### src/aupcd_pkg.sv
// Constants for the audio port clock checking block
`default_nettype none
package aupcd_pkg;
  // ----------------------------------------------------------------------
  // Register offsets
  // ----------------------------------------------------------------------
  localparam logic [7:0] OFS_FRAME_RATIO_AND_RATE_MODE = 8'h28;
  localparam logic [7:0] OFS_CLOCK_CHECK_IGNORE_MASK = 8'h29;
  localparam logic [7:0] OFS_SERIAL_OUT_SOURCE_SELECT = 8'h30;
  localparam logic [7:0] OFS_BIT_CLOCK_POLARITY_CONTROL = 8'h31;
  localparam logic [7:0] OFS_SERIAL_PORT_CONTROL_ONE = 8'h33;
  localparam logic [7:0] OFS_DETECTED_RATE_MONITOR = 8'h37;
  localparam logic [7:0] OFS_DETECTED_RATIO_LOW = 8'h38;
  localparam logic [7:0] OFS_CLOCK_CHECK_STATUS = 8'h39;
  // ----------------------------------------------------------------------
  // Reset values
  // ----------------------------------------------------------------------
  localparam logic [7:0] RST_FRAME_RATIO_AND_RATE_MODE = 8'h00;
  localparam logic [7:0] RST_CLOCK_CHECK_IGNORE_MASK = 8'h00;
  localparam logic [7:0] RST_SERIAL_OUT_SOURCE_SELECT = 8'h00;
  localparam logic [7:0] RST_BIT_CLOCK_POLARITY_CONTROL = 8'h00;
  localparam logic [7:0] RST_SERIAL_PORT_CONTROL_ONE = 8'h02;
  // ----------------------------------------------------------------------
  // Field positions
  // ----------------------------------------------------------------------
  localparam int POS_CONFIGURED_FRAME_RATIO = 4;
  localparam int POS_RATE_MODE_SELECT = 0;
  localparam int POS_IGNORE_PLL_OVERRATE = 6;
  localparam int POS_IGNORE_BITCLK_RANGE = 5;
  localparam int POS_IGNORE_RATE_ERROR = 4;
  localparam int POS_IGNORE_BITCLK_RATIO = 3;
  localparam int POS_IGNORE_MISSING_BITCLK = 2;
  localparam int POS_SERIAL_OUT_SOURCE = 0;
  localparam int POS_BITCLK_POLARITY_INVERT = 5;
  // Status bits
  localparam int POS_ST_RATE_ERR = 0;
  localparam int POS_ST_RATIO_ERR = 1;
  localparam int POS_ST_RANGE_ERR = 2;
  localparam int POS_ST_MISSING = 3;
  localparam int POS_ST_PLL_ERR = 4;
  localparam int POS_ST_CLOCK_ERR = 5;
  // ----------------------------------------------------------------------
  // Codes
  // ----------------------------------------------------------------------
  localparam logic [3:0] RATIO_32 = 4'h3;
  localparam logic [3:0] RATIO_64 = 4'h5;
  localparam logic [3:0] RATIO_128 = 4'h7;
  localparam logic [3:0] RATIO_256 = 4'h9;
  localparam logic [3:0] RATIO_512 = 4'hB;
  localparam logic [3:0] RATE_AUTO = 4'h0;
  localparam logic [3:0] RATE_ERROR = 4'h0;
  localparam logic [3:0] RATE_8K = 4'h2;
  localparam logic [3:0] RATE_16K = 4'h4;
  localparam logic [3:0] RATE_32K = 4'h6;
  localparam logic [3:0] RATE_44K1 = 4'h8;
  localparam logic [3:0] RATE_48K = 4'h9;
  localparam logic [3:0] RATE_88K2 = 4'hA;
  localparam logic [3:0] RATE_96K = 4'hB;
  localparam logic [9:0] MIN_BITS_PER_FRAME = 10'h020;
  localparam logic [9:0] MAX_BITS_PER_FRAME = 10'h200;
  // ----------------------------------------------------------------------
  // Timing
  // ----------------------------------------------------------------------
  localparam int CLK_HZ = 50000000;
  localparam int BITCLK_MIN_HZ = 256000;
  localparam int BITCLK_MAX_HZ = 50000000;
  localparam int MISS_TIME_US = 100;
  // Longest legal bit clock period rounds down, shortest rounds up
  localparam int BITCLK_MAX_PER_CYC = CLK_HZ / BITCLK_MIN_HZ;
  localparam int BITCLK_MIN_PER_CYC =
    (CLK_HZ + BITCLK_MAX_HZ - 1) / BITCLK_MAX_HZ;
  localparam int MISS_CYC = MISS_TIME_US * (CLK_HZ / 1000000);
endpackage : aupcd_pkg
`default_nettype wire

### src/aupcd_top.sv
// Audio serial port clock checking and control registers
`default_nettype none
// Functional notes
// - Ratio field codes 32 to 512 bit clocks
// - Rate mode zero auto-detects, else must match
// - Fixed rate codes 8 kHz to 96 kHz
// - PLL overrate flagged, maskable from clock error
// - Bit clock outside 256k-50M flagged, maskable
// - Masked rate error still shows in status
// - Bits per frame outside 32..512 flagged, maskable
// - Missing bit clock flagged, maskable
// - Output source fixed at processed data, source select reads zero
// - Polarity bit picks bit clock sampling edge
// - Monitor registers 0x37 and 0x38 show detected rate and ratio; status holds the error flags
module aupcd_top #(
  parameter int P_MISS_CYCLES = aupcd_pkg::MISS_CYC
) (
  input wire logic I_MCLK,
  input wire logic I_SRST,
  input wire logic I_BIT_CLOCK,
  input wire logic I_FRAME_CLOCK,
  input wire logic I_SERIAL_IN,
  input wire logic I_PLL_OVERRATE,
  input wire logic I_PROCESSED_DATA,
  input wire logic [7:0] I_REG_ADDR,
  input wire logic I_REG_WRITE,
  input wire logic [7:0] I_REG_WDATA,
  output logic [7:0] O_REG_RDATA,
  output logic O_CLOCK_ERROR,
  output logic O_SERIAL_OUT,
  output logic O_SAMPLED_DATA
);
  // ----------------------------------------------------------------------
  // Types and state
  // ----------------------------------------------------------------------
  typedef enum logic [1:0] {
    ST_MISSING = 2'b01,
    ST_RUN = 2'b10
  } aupcd_mon_t;

  typedef struct packed {
    logic [2:0] bclk_s;
    logic [2:0] frame_s;
    logic [2:0] sdin_s;
    logic [2:0] pll_s;
    logic bclk_f;
    logic frame_f;
    logic sdin_f;
    logic pll_f;
    logic [7:0] ratio_rate_mode;
    logic [7:0] ignore_mask;
    logic [7:0] polarity_ctrl;
    logic [7:0] sap_ctrl;
    aupcd_mon_t mon;
    logic [7:0] bclk_per;
    logic range_err;
    logic [15:0] miss_cnt;
    logic [13:0] frame_cyc;
    logic [9:0] bit_cnt;
    logic [9:0] det_ratio;
    logic [3:0] det_rate;
    logic [5:0] status;
    logic [7:0] rdata;
    logic clk_err;
    logic sdout;
    logic sampled;
  } aupcd_state_t;

  aupcd_state_t st;
  aupcd_state_t next_st;

  // Source select has no write path, so it is a fixed value
  localparam logic [7:0] RST_SRC = aupcd_pkg::RST_SERIAL_OUT_SOURCE_SELECT;

  // ----------------------------------------------------------------------
  // Helpers
  // ----------------------------------------------------------------------
  // Frame period within about 3 percent of nominal
  function automatic logic aupcd_near(input logic [13:0] per,
                                      input int hz);
    int nom;
    int tol;
    nom = aupcd_pkg::CLK_HZ / hz;
    tol = nom / 32;
    return (int'(per) >= nom - tol) && (int'(per) <= nom + tol);
  endfunction : aupcd_near

  // Frame period in system cycles to rate code
  function automatic logic [3:0] aupcd_rate(input logic [13:0] per);
    logic [3:0] code;
    code = aupcd_pkg::RATE_ERROR;
    if (aupcd_near(per, 8000)) code = aupcd_pkg::RATE_8K;
    if (aupcd_near(per, 16000)) code = aupcd_pkg::RATE_16K;
    if (aupcd_near(per, 32000)) code = aupcd_pkg::RATE_32K;
    if (aupcd_near(per, 44100)) code = aupcd_pkg::RATE_44K1;
    if (aupcd_near(per, 48000)) code = aupcd_pkg::RATE_48K;
    if (aupcd_near(per, 88200)) code = aupcd_pkg::RATE_88K2;
    if (aupcd_near(per, 96000)) code = aupcd_pkg::RATE_96K;
    return code;
  endfunction : aupcd_rate

  // Configured ratio code to bits per frame, zero when not a valid code
  function automatic logic [9:0] aupcd_ratio(input logic [3:0] code);
    case (code)
      aupcd_pkg::RATIO_32: return 10'h020;
      aupcd_pkg::RATIO_64: return 10'h040;
      aupcd_pkg::RATIO_128: return 10'h080;
      aupcd_pkg::RATIO_256: return 10'h100;
      aupcd_pkg::RATIO_512: return 10'h200;
      default: return 10'h000;
    endcase
  endfunction : aupcd_ratio

  // Three stage synchroniser, value taken once stages two and three agree
  function automatic logic aupcd_filt(input logic [2:0] s,
                                      input logic old);
    return (s[1] == s[2]) ? s[2] : old;
  endfunction : aupcd_filt

  // ----------------------------------------------------------------------
  // Next state
  // ----------------------------------------------------------------------
  always_comb begin
    logic bclk_rise;
    logic bclk_fall;
    logic act_edge;
    logic frame_rise;
    logic inv;
    logic [3:0] mode;
    logic [9:0] cfg_bits;
    logic rate_err;
    logic ratio_err;
    logic missing;
    bclk_rise = 1'b0;
    bclk_fall = 1'b0;
    act_edge = 1'b0;
    frame_rise = 1'b0;
    inv = 1'b0;
    mode = 4'h0;
    cfg_bits = 10'h000;
    rate_err = 1'b0;
    ratio_err = 1'b0;
    missing = 1'b0;
    next_st = st;

    // Pin synchronisers; stage one feeds only stage two
    next_st.bclk_s = {st.bclk_s[1:0], I_BIT_CLOCK};
    next_st.frame_s = {st.frame_s[1:0], I_FRAME_CLOCK};
    next_st.sdin_s = {st.sdin_s[1:0], I_SERIAL_IN};
    next_st.pll_s = {st.pll_s[1:0], I_PLL_OVERRATE};
    next_st.bclk_f = aupcd_filt(st.bclk_s, st.bclk_f);
    next_st.frame_f = aupcd_filt(st.frame_s, st.frame_f);
    next_st.sdin_f = aupcd_filt(st.sdin_s, st.sdin_f);
    next_st.pll_f = aupcd_filt(st.pll_s, st.pll_f);

    bclk_rise = next_st.bclk_f & ~st.bclk_f;
    bclk_fall = ~next_st.bclk_f & st.bclk_f;
    frame_rise = next_st.frame_f & ~st.frame_f;
    inv = st.polarity_ctrl[aupcd_pkg::POS_BITCLK_POLARITY_INVERT];
    // Edges launch on one bit clock edge, so sample on the other
    act_edge = inv ? bclk_fall : bclk_rise;

    // Register writes; source select is read only, stays at reset
    if (I_REG_WRITE) begin
      case (I_REG_ADDR)
        aupcd_pkg::OFS_FRAME_RATIO_AND_RATE_MODE:
          next_st.ratio_rate_mode = I_REG_WDATA;
        aupcd_pkg::OFS_CLOCK_CHECK_IGNORE_MASK:
          next_st.ignore_mask = I_REG_WDATA;
        aupcd_pkg::OFS_BIT_CLOCK_POLARITY_CONTROL:
          next_st.polarity_ctrl = I_REG_WDATA;
        aupcd_pkg::OFS_SERIAL_PORT_CONTROL_ONE:
          next_st.sap_ctrl = I_REG_WDATA;
        default: next_st.sap_ctrl = st.sap_ctrl;
      endcase
    end

    // Bit clock period and missing clock watch
    if (act_edge) begin
      next_st.bclk_per = 8'h00;
      next_st.miss_cnt = 16'h0000;
      next_st.range_err = (int'(st.bclk_per) + 1 <
                           aupcd_pkg::BITCLK_MIN_PER_CYC) ||
                          (int'(st.bclk_per) + 1 >
                           aupcd_pkg::BITCLK_MAX_PER_CYC);
    end else begin
      if (st.bclk_per != 8'hFF) next_st.bclk_per = st.bclk_per + 8'h01;
      if (int'(st.miss_cnt) < P_MISS_CYCLES)
        next_st.miss_cnt = st.miss_cnt + 16'h0001;
      // Too slow a clock is a range error before the next edge arrives
      if (int'(st.bclk_per) >= aupcd_pkg::BITCLK_MAX_PER_CYC)
        next_st.range_err = 1'b1;
    end

    // Monitor state: missing until edges seen again
    case (st.mon)
      ST_MISSING: if (act_edge) next_st.mon = ST_RUN;
      ST_RUN: begin
        if (int'(st.miss_cnt) >= P_MISS_CYCLES)
          next_st.mon = ST_MISSING;
      end
      default: next_st.mon = ST_MISSING;
    endcase
    missing = (st.mon != ST_RUN);

    // Frame measurement, latched at each frame start
    if (st.frame_cyc != 14'h3FFF) next_st.frame_cyc = st.frame_cyc + 14'h0001;
    if (act_edge && st.bit_cnt != 10'h3FF)
      next_st.bit_cnt = st.bit_cnt + 10'h001;
    if (frame_rise) begin
      next_st.frame_cyc = 14'h0001;
      next_st.bit_cnt = {9'h000, act_edge};
      next_st.det_ratio = st.bit_cnt;
      next_st.det_rate = aupcd_rate(st.frame_cyc);
    end
    // A lost clock leaves no valid measurement
    if (missing) begin
      next_st.det_rate = aupcd_pkg::RATE_ERROR;
      next_st.det_ratio = 10'h000;
    end

    // Rate check: auto takes the detected rate, a fixed mode must match
    mode = st.ratio_rate_mode[aupcd_pkg::POS_RATE_MODE_SELECT +: 4];
    rate_err = (st.det_rate == aupcd_pkg::RATE_ERROR) ||
               ((mode != aupcd_pkg::RATE_AUTO) &&
                (mode != st.det_rate));
    cfg_bits = aupcd_ratio(
      st.ratio_rate_mode[aupcd_pkg::POS_CONFIGURED_FRAME_RATIO +: 4]);
    ratio_err = (st.det_ratio < aupcd_pkg::MIN_BITS_PER_FRAME) ||
                (st.det_ratio > aupcd_pkg::MAX_BITS_PER_FRAME) ||
                ((cfg_bits != 10'h000) &&
                 (cfg_bits != st.det_ratio));

    // Status always shows raw errors, masks only gate the clock error
    next_st.status[aupcd_pkg::POS_ST_RATE_ERR] = rate_err;
    next_st.status[aupcd_pkg::POS_ST_RATIO_ERR] = ratio_err;
    next_st.status[aupcd_pkg::POS_ST_RANGE_ERR] = st.range_err;
    next_st.status[aupcd_pkg::POS_ST_MISSING] = missing;
    next_st.status[aupcd_pkg::POS_ST_PLL_ERR] = st.pll_f;
    next_st.clk_err =
      (st.pll_f & ~st.ignore_mask[aupcd_pkg::POS_IGNORE_PLL_OVERRATE]) |
      (st.range_err &
       ~st.ignore_mask[aupcd_pkg::POS_IGNORE_BITCLK_RANGE]) |
      (rate_err & ~st.ignore_mask[aupcd_pkg::POS_IGNORE_RATE_ERROR]) |
      (ratio_err & ~st.ignore_mask[aupcd_pkg::POS_IGNORE_BITCLK_RATIO]) |
      (missing &
       ~st.ignore_mask[aupcd_pkg::POS_IGNORE_MISSING_BITCLK]);
    next_st.status[aupcd_pkg::POS_ST_CLOCK_ERR] = st.clk_err;

    // Serial data capture and output source
    if (act_edge) next_st.sampled = st.sdin_f;
    next_st.sdout =
      RST_SRC[aupcd_pkg::POS_SERIAL_OUT_SOURCE] ?
      st.sampled : I_PROCESSED_DATA;

    // Read data, registered; unmapped offsets read zero
    case (I_REG_ADDR)
      aupcd_pkg::OFS_FRAME_RATIO_AND_RATE_MODE:
        next_st.rdata = st.ratio_rate_mode;
      aupcd_pkg::OFS_CLOCK_CHECK_IGNORE_MASK:
        next_st.rdata = st.ignore_mask;
      aupcd_pkg::OFS_SERIAL_OUT_SOURCE_SELECT: next_st.rdata = RST_SRC;
      aupcd_pkg::OFS_BIT_CLOCK_POLARITY_CONTROL:
        next_st.rdata = st.polarity_ctrl;
      aupcd_pkg::OFS_SERIAL_PORT_CONTROL_ONE: next_st.rdata = st.sap_ctrl;
      aupcd_pkg::OFS_DETECTED_RATE_MONITOR:
        next_st.rdata = {2'b00, st.det_ratio[9:8], st.det_rate};
      aupcd_pkg::OFS_DETECTED_RATIO_LOW:
        next_st.rdata = st.det_ratio[7:0];
      aupcd_pkg::OFS_CLOCK_CHECK_STATUS:
        next_st.rdata = {2'b00, st.status};
      default: next_st.rdata = 8'h00;
    endcase
  end

  // ----------------------------------------------------------------------
  // State register
  // ----------------------------------------------------------------------
  always_ff @(posedge I_MCLK) begin
    if (I_SRST) begin
      st <= '0;
      st.ratio_rate_mode <= aupcd_pkg::RST_FRAME_RATIO_AND_RATE_MODE;
      st.ignore_mask <= aupcd_pkg::RST_CLOCK_CHECK_IGNORE_MASK;
      st.polarity_ctrl <= aupcd_pkg::RST_BIT_CLOCK_POLARITY_CONTROL;
      st.sap_ctrl <= aupcd_pkg::RST_SERIAL_PORT_CONTROL_ONE;
      st.mon <= ST_MISSING;
      // Synchronisers keep tracking the pins, so no false edge after reset
      st.bclk_s <= next_st.bclk_s;
      st.frame_s <= next_st.frame_s;
      st.sdin_s <= next_st.sdin_s;
      st.pll_s <= next_st.pll_s;
      st.bclk_f <= next_st.bclk_f;
      st.frame_f <= next_st.frame_f;
      st.sdin_f <= next_st.sdin_f;
      st.pll_f <= next_st.pll_f;
    end else begin
      st <= next_st;
    end
  end

  assign O_REG_RDATA = st.rdata;
  assign O_CLOCK_ERROR = st.clk_err;
  assign O_SERIAL_OUT = st.sdout;
  assign O_SAMPLED_DATA = st.sampled;
endmodule : aupcd_top
`default_nettype wire

### config.mk
export PLATFORM = sky130hd
export DESIGN_NAME = aupcd_top
export DESIGN_NICKNAME = d
export VERILOG_FILES = /design/src/aupcd_pkg.sv /design/src/aupcd_top.sv
export SDC_FILE = /design/constraint.sdc
export NUM_CORES = 1
export LEC_CHECK = 0
export ABC_AREA = 1
export BUFFER_PORTS_ARGS = -buffer_cell sky130_fd_sc_hd__buf_2
export CORE_ASPECT_RATIO = 0.8
export CORE_UTILIZATION = 30
export DETAILED_ROUTE_END_ITERATION = 8
export GPL_TIMING_DRIVEN = 0
export MAX_ROUTING_LAYER = met4
export SETUP_SLACK_MARGIN = 0.2
export SYNTH_ARGS = -nofsm -noshare
export SYNTH_HDL_FRONTEND = slang
export SYNTH_SLANG_ARGS = --single-unit
### constraint.sdc
create_clock -name I_MCLK -period 1.7 [get_ports I_MCLK]
set_input_delay 0.085 -clock I_MCLK [delete_from_list [all_inputs] [get_ports I_MCLK]]
set_output_delay 0.085 -clock I_MCLK [all_outputs]
set_load 0.1 [all_outputs]
==> results.py <==
metrics = {
    "status": {
        "status": "complete, no violations",
    },
    "setup_path": {
        "rr_worst_depth": 8,
        "cp_max_fo": 8,
        "worst_setup_path_end_kind": "register",
        "worstPathArrival_ns": 1.81,
        "crit_path_frequent_cell": "nand2_4",
        "crit_type": "register to register",
        "crit_slowest_cell": "dfxtp_4",
        "critPathLaunchType": "register",
        "cpPeakStageDelay_ns": 0.38,
        "r2r_slack_ns": 0.21,
        "rr_endpoint": "st[38]",
        "required_ns": 2.01,
        "rr_startpoint": "st[31]",
        "worstPathCellList": "ha_4 -> nand2_4 -> nor3_4 -> nand3_2 -> nand2_4 -> nor2_4 -> a21oi_2 -> nor2_1",
    },
    "clock_tree": {
        "clk_pin_slew_ns": 0.06,
        "clock_path_buffers": 2,
        "cts-root-buf": "clkbuf_16",
        "htree_levels": 4,
        "numClockSinks": 130,
        "cts_tree": "done",
        "worstSkewPairLatency_ns": 0.42,
        "cts_buffers": 17,
    },
    "placed_design": {
        "pre_cts_slack_ns": -0.09994,
        "placed_area_mm2": 0.007284,
        "dpl.hpwl_mm": 13.23,
        "gp_congestion": 0.9227,
        "numPortBuffers": 34,
    },
    "synth": {
        "syn_inst": 970,
        "synthArstFlopShare_pct": 0,
        "synth_cell_types": 41,
        "syn_area_per_cell_um2": 6.947,
        "ys_warn_count": 0,
        "synth_area_leaders": "dfxtp_1 38%, nand2_1 10%, a21oi_1 6.8%",
        "synth_top_cell_by_area": "dfxtp_1",
        "synth_nets": 1003,
        "synth_ff_type": "dfxtp_1",
        "yosys.area.top_type_share_pct": 38.02,
        "synth_edf_count": 2,
        "yosysSeqAreaShare_pct": 38.92,
        "synth_seq_cells": 130,
        "syn-cell-area_mm2": 0.006739,
    },
    "drt": {
        "wl_per_cell_um": 13.43,
        "routed_wl_mm": 18.70,
        "drc": 0,
        "vias": 6608,
        "viasPerCell": 4.747,
        "dr.pass1.iters": 5,
        "final_antenna_net_count": 0,
        "drt-initial-drc-count": 507,
    },
    "power_and_ir_drop": {
        "ir_drop_uv": 722.4,
        "clkPwrFrac_pct": 50.5,
        "combPwrFrac_pct": 7.2,
        "swShare_pct": 23.97,
        "p_leak_nw": 3.594,
        "power.density_mw_per_mm2": 854.5,
        "p_total_w": 0.007527,
        "pwr-share-seq_pct": 42.3,
        "power_switching_w": 0.001804,
        "intPower_w": 0.005722,
    },
    "die": {
        "die_area_mm2": 0.02307,
        "num_rows": 48,
        "start_util_pct": 30.91,
        "fp.dieW_um": 169.6,
        "die_y_um": 136.1,
        "boundaryPins": 35,
        "fp.coreArea_mm2": 0.02180,
    },
    "sta": {
        "setup_violations": 0,
        "rsz0062_at_grt": "yes",
        "final.period_utilization_pct": 87.72,
        "fmax_mhz": 670.6,
        "relSlewSlack_pct": 62.92,
        "holdWs_ns": 0.04352,
        "tightest_slew_ns": 0.5562,
        "fin_worst_skew_ns": 0.01369,
        "period_needed_ns": 1.491,
        "slew_viol_final": 0,
        "setup_ws_ns": 0.2088,
        "hold_viol": 0,
    },
    "layout": {
        "finish.utilization_pct": 40.40,
        "diodes": 0,
        "drive_gt1_share_pct": 25.27,
        "area_growth_pct": 30.71,
        "design_area_mm2": 0.008808,
        "nFillCells": 2244,
        "mostFrequentLayoutCell": "nand2_1",
        "nets": 1112,
        "mostFrequentLayoutCells": "171 x nand2_1, 108 x dfxtp_1, 107 x inv_1",
    },
    "global_routing": {
        "antenna_found_initial": 0,
        "overflow": 0,
        "grt_pass1_vias": 5673,
        "grt_usage_pct": 16.61,
        "grt_pass1_wl_mm": 29.05,
        "grt_max_degree": 17,
    },
    "run": {
        "max-cap-violations": 0,
    },
    "hold_path": {
        "hold-path-endpoint": "st[83]",
        "hp-start": "I_REG_WRITE",
        "hold_class": "input pin to register",
        "holdPathStages": 3,
    },
}
## critical path: cells and delay by family (launching register included)
kind | cells | cell delay (ns)
simple gates | 6 | 0.72
flops | 1 | 0.38
fa+ha+maj | 1 | 0.15
compound gates | 1 | 0.14
## power groups by stage
stage	Combinational (W)	Clock (W)	Sequential [W]
5_1_grt	0.000595	0.00402	0.00319
6_report	0.000541	0.00380	0.00318
3_3_place_gp	0.000411	0	0.00324
4_1_cts	0.000461	0.00387	0.00318
3_5_place_dp	0.000414	0	0.00324
2_1_floorplan	0.000258	0	0.00326
## synth_stat cells, types with 9 or more instances
| cell type | number |
|---|---|
| nor3_1 | 13 |
| o21ai_0 | 76 |
| nand3_1 | 65 |
| nand2_1 | 181 |
| buf_4 | 15 |
| o22ai_1 | 11 |
| nand4_1 | 12 |
| nor2_1 | 122 |
| ha_1 | 9 |
| nand2_2 | 14 |
| inv_2 | 10 |
| a21oi_1 | 92 |
| o21ai_1 | 12 |
| dfxtp_1 | 128 |
| xor2_1 | 16 |
| inv_1 | 118 |
## cells by family (layout without fill, tap and decap cells)
group | Yosys count | in the layout | synth area share, %
buffers and inverters | 164 | 286 | 10.82
and+or+nand+nor | 437 | 437 | 29.47
adders and majority gates | 9 | 9 | 1.671
DFF | 130 | 130 | 38.92
xor gates and xnor gates | 23 | 23 | 2.989
AOI/OAI and AO/OA | 207 | 207 | 16.13
## registers in the layout, summed over array words and instances, names as in the netlist
register and cells:
O_SERIAL_OUT 1, st 109, O_CLOCK_ERROR 1, next_st 10
O_REG_RDATA 8, O_SAMPLED_DATA 1
## worst max path at each step
stage | slack [ns] | to | from
after detailed placement | -0.1 | st[41] | st[41]
after floorplan | 0.24 | st[41] | st[42]
after global routing | 0.08 | next_st[13] | st[73]
final | 0.21 | st[38] | st[31]
after CTS | 0.20 | next_st[13] | st[72]
after global placement | -0.17 | st[50] | st[41]
## cell type report
class | count | area (um2) | share of cell area [%]
buffer | 33 | 271.5 | 3.082
clock buffer | 20 | 456.7 | 5.185
clock inverter | 12 | 153.9 | 1.747
inverter | 131 | 516.7 | 5.866
multi-input combinational | 676 | 3706 | 42.07
sequential | 130 | 2668 | 30.28
tap | 300 | 375.4 | 4.261
timing repair buffer | 90 | 660.6 | 7.500
## per-stage QoR
stage / std cells / TNS [ns]
CTS: 1360 / 0
global route: 1392 / 0
global placement: 1304 / -0.4562
detailed placement: 1304 / -0.2317
floorplan: 970 / 0
finish: 1392 / 0
## repair_timing
item | CTS | global route
gates cloned | 0 | 1
gates resized for setup | 43 | 101
setup endpoints to repair | 42 | 54
pin swaps | 7 | 35
hold endpoints to repair | 24 | 0
hold buffers | 13 | 0
buffers inserted | 11 | 31
## layer usage
layer | up-vias | global-route usage (%) | part of all wire, % | wire [um]
met1 | 3013 | 23.50 | 49 | 9246
met5 | - | - | 0 | 0
met2 | 209 | 23.16 | 43 | 8017
met4 | 0 | 4.304 | 0.96 | 180
met3 | 17 | 4.192 | 6.7 | 1257
li1 | 3369 | - | - | -
No activity file was read; power rests on OpenSTA's default activity.
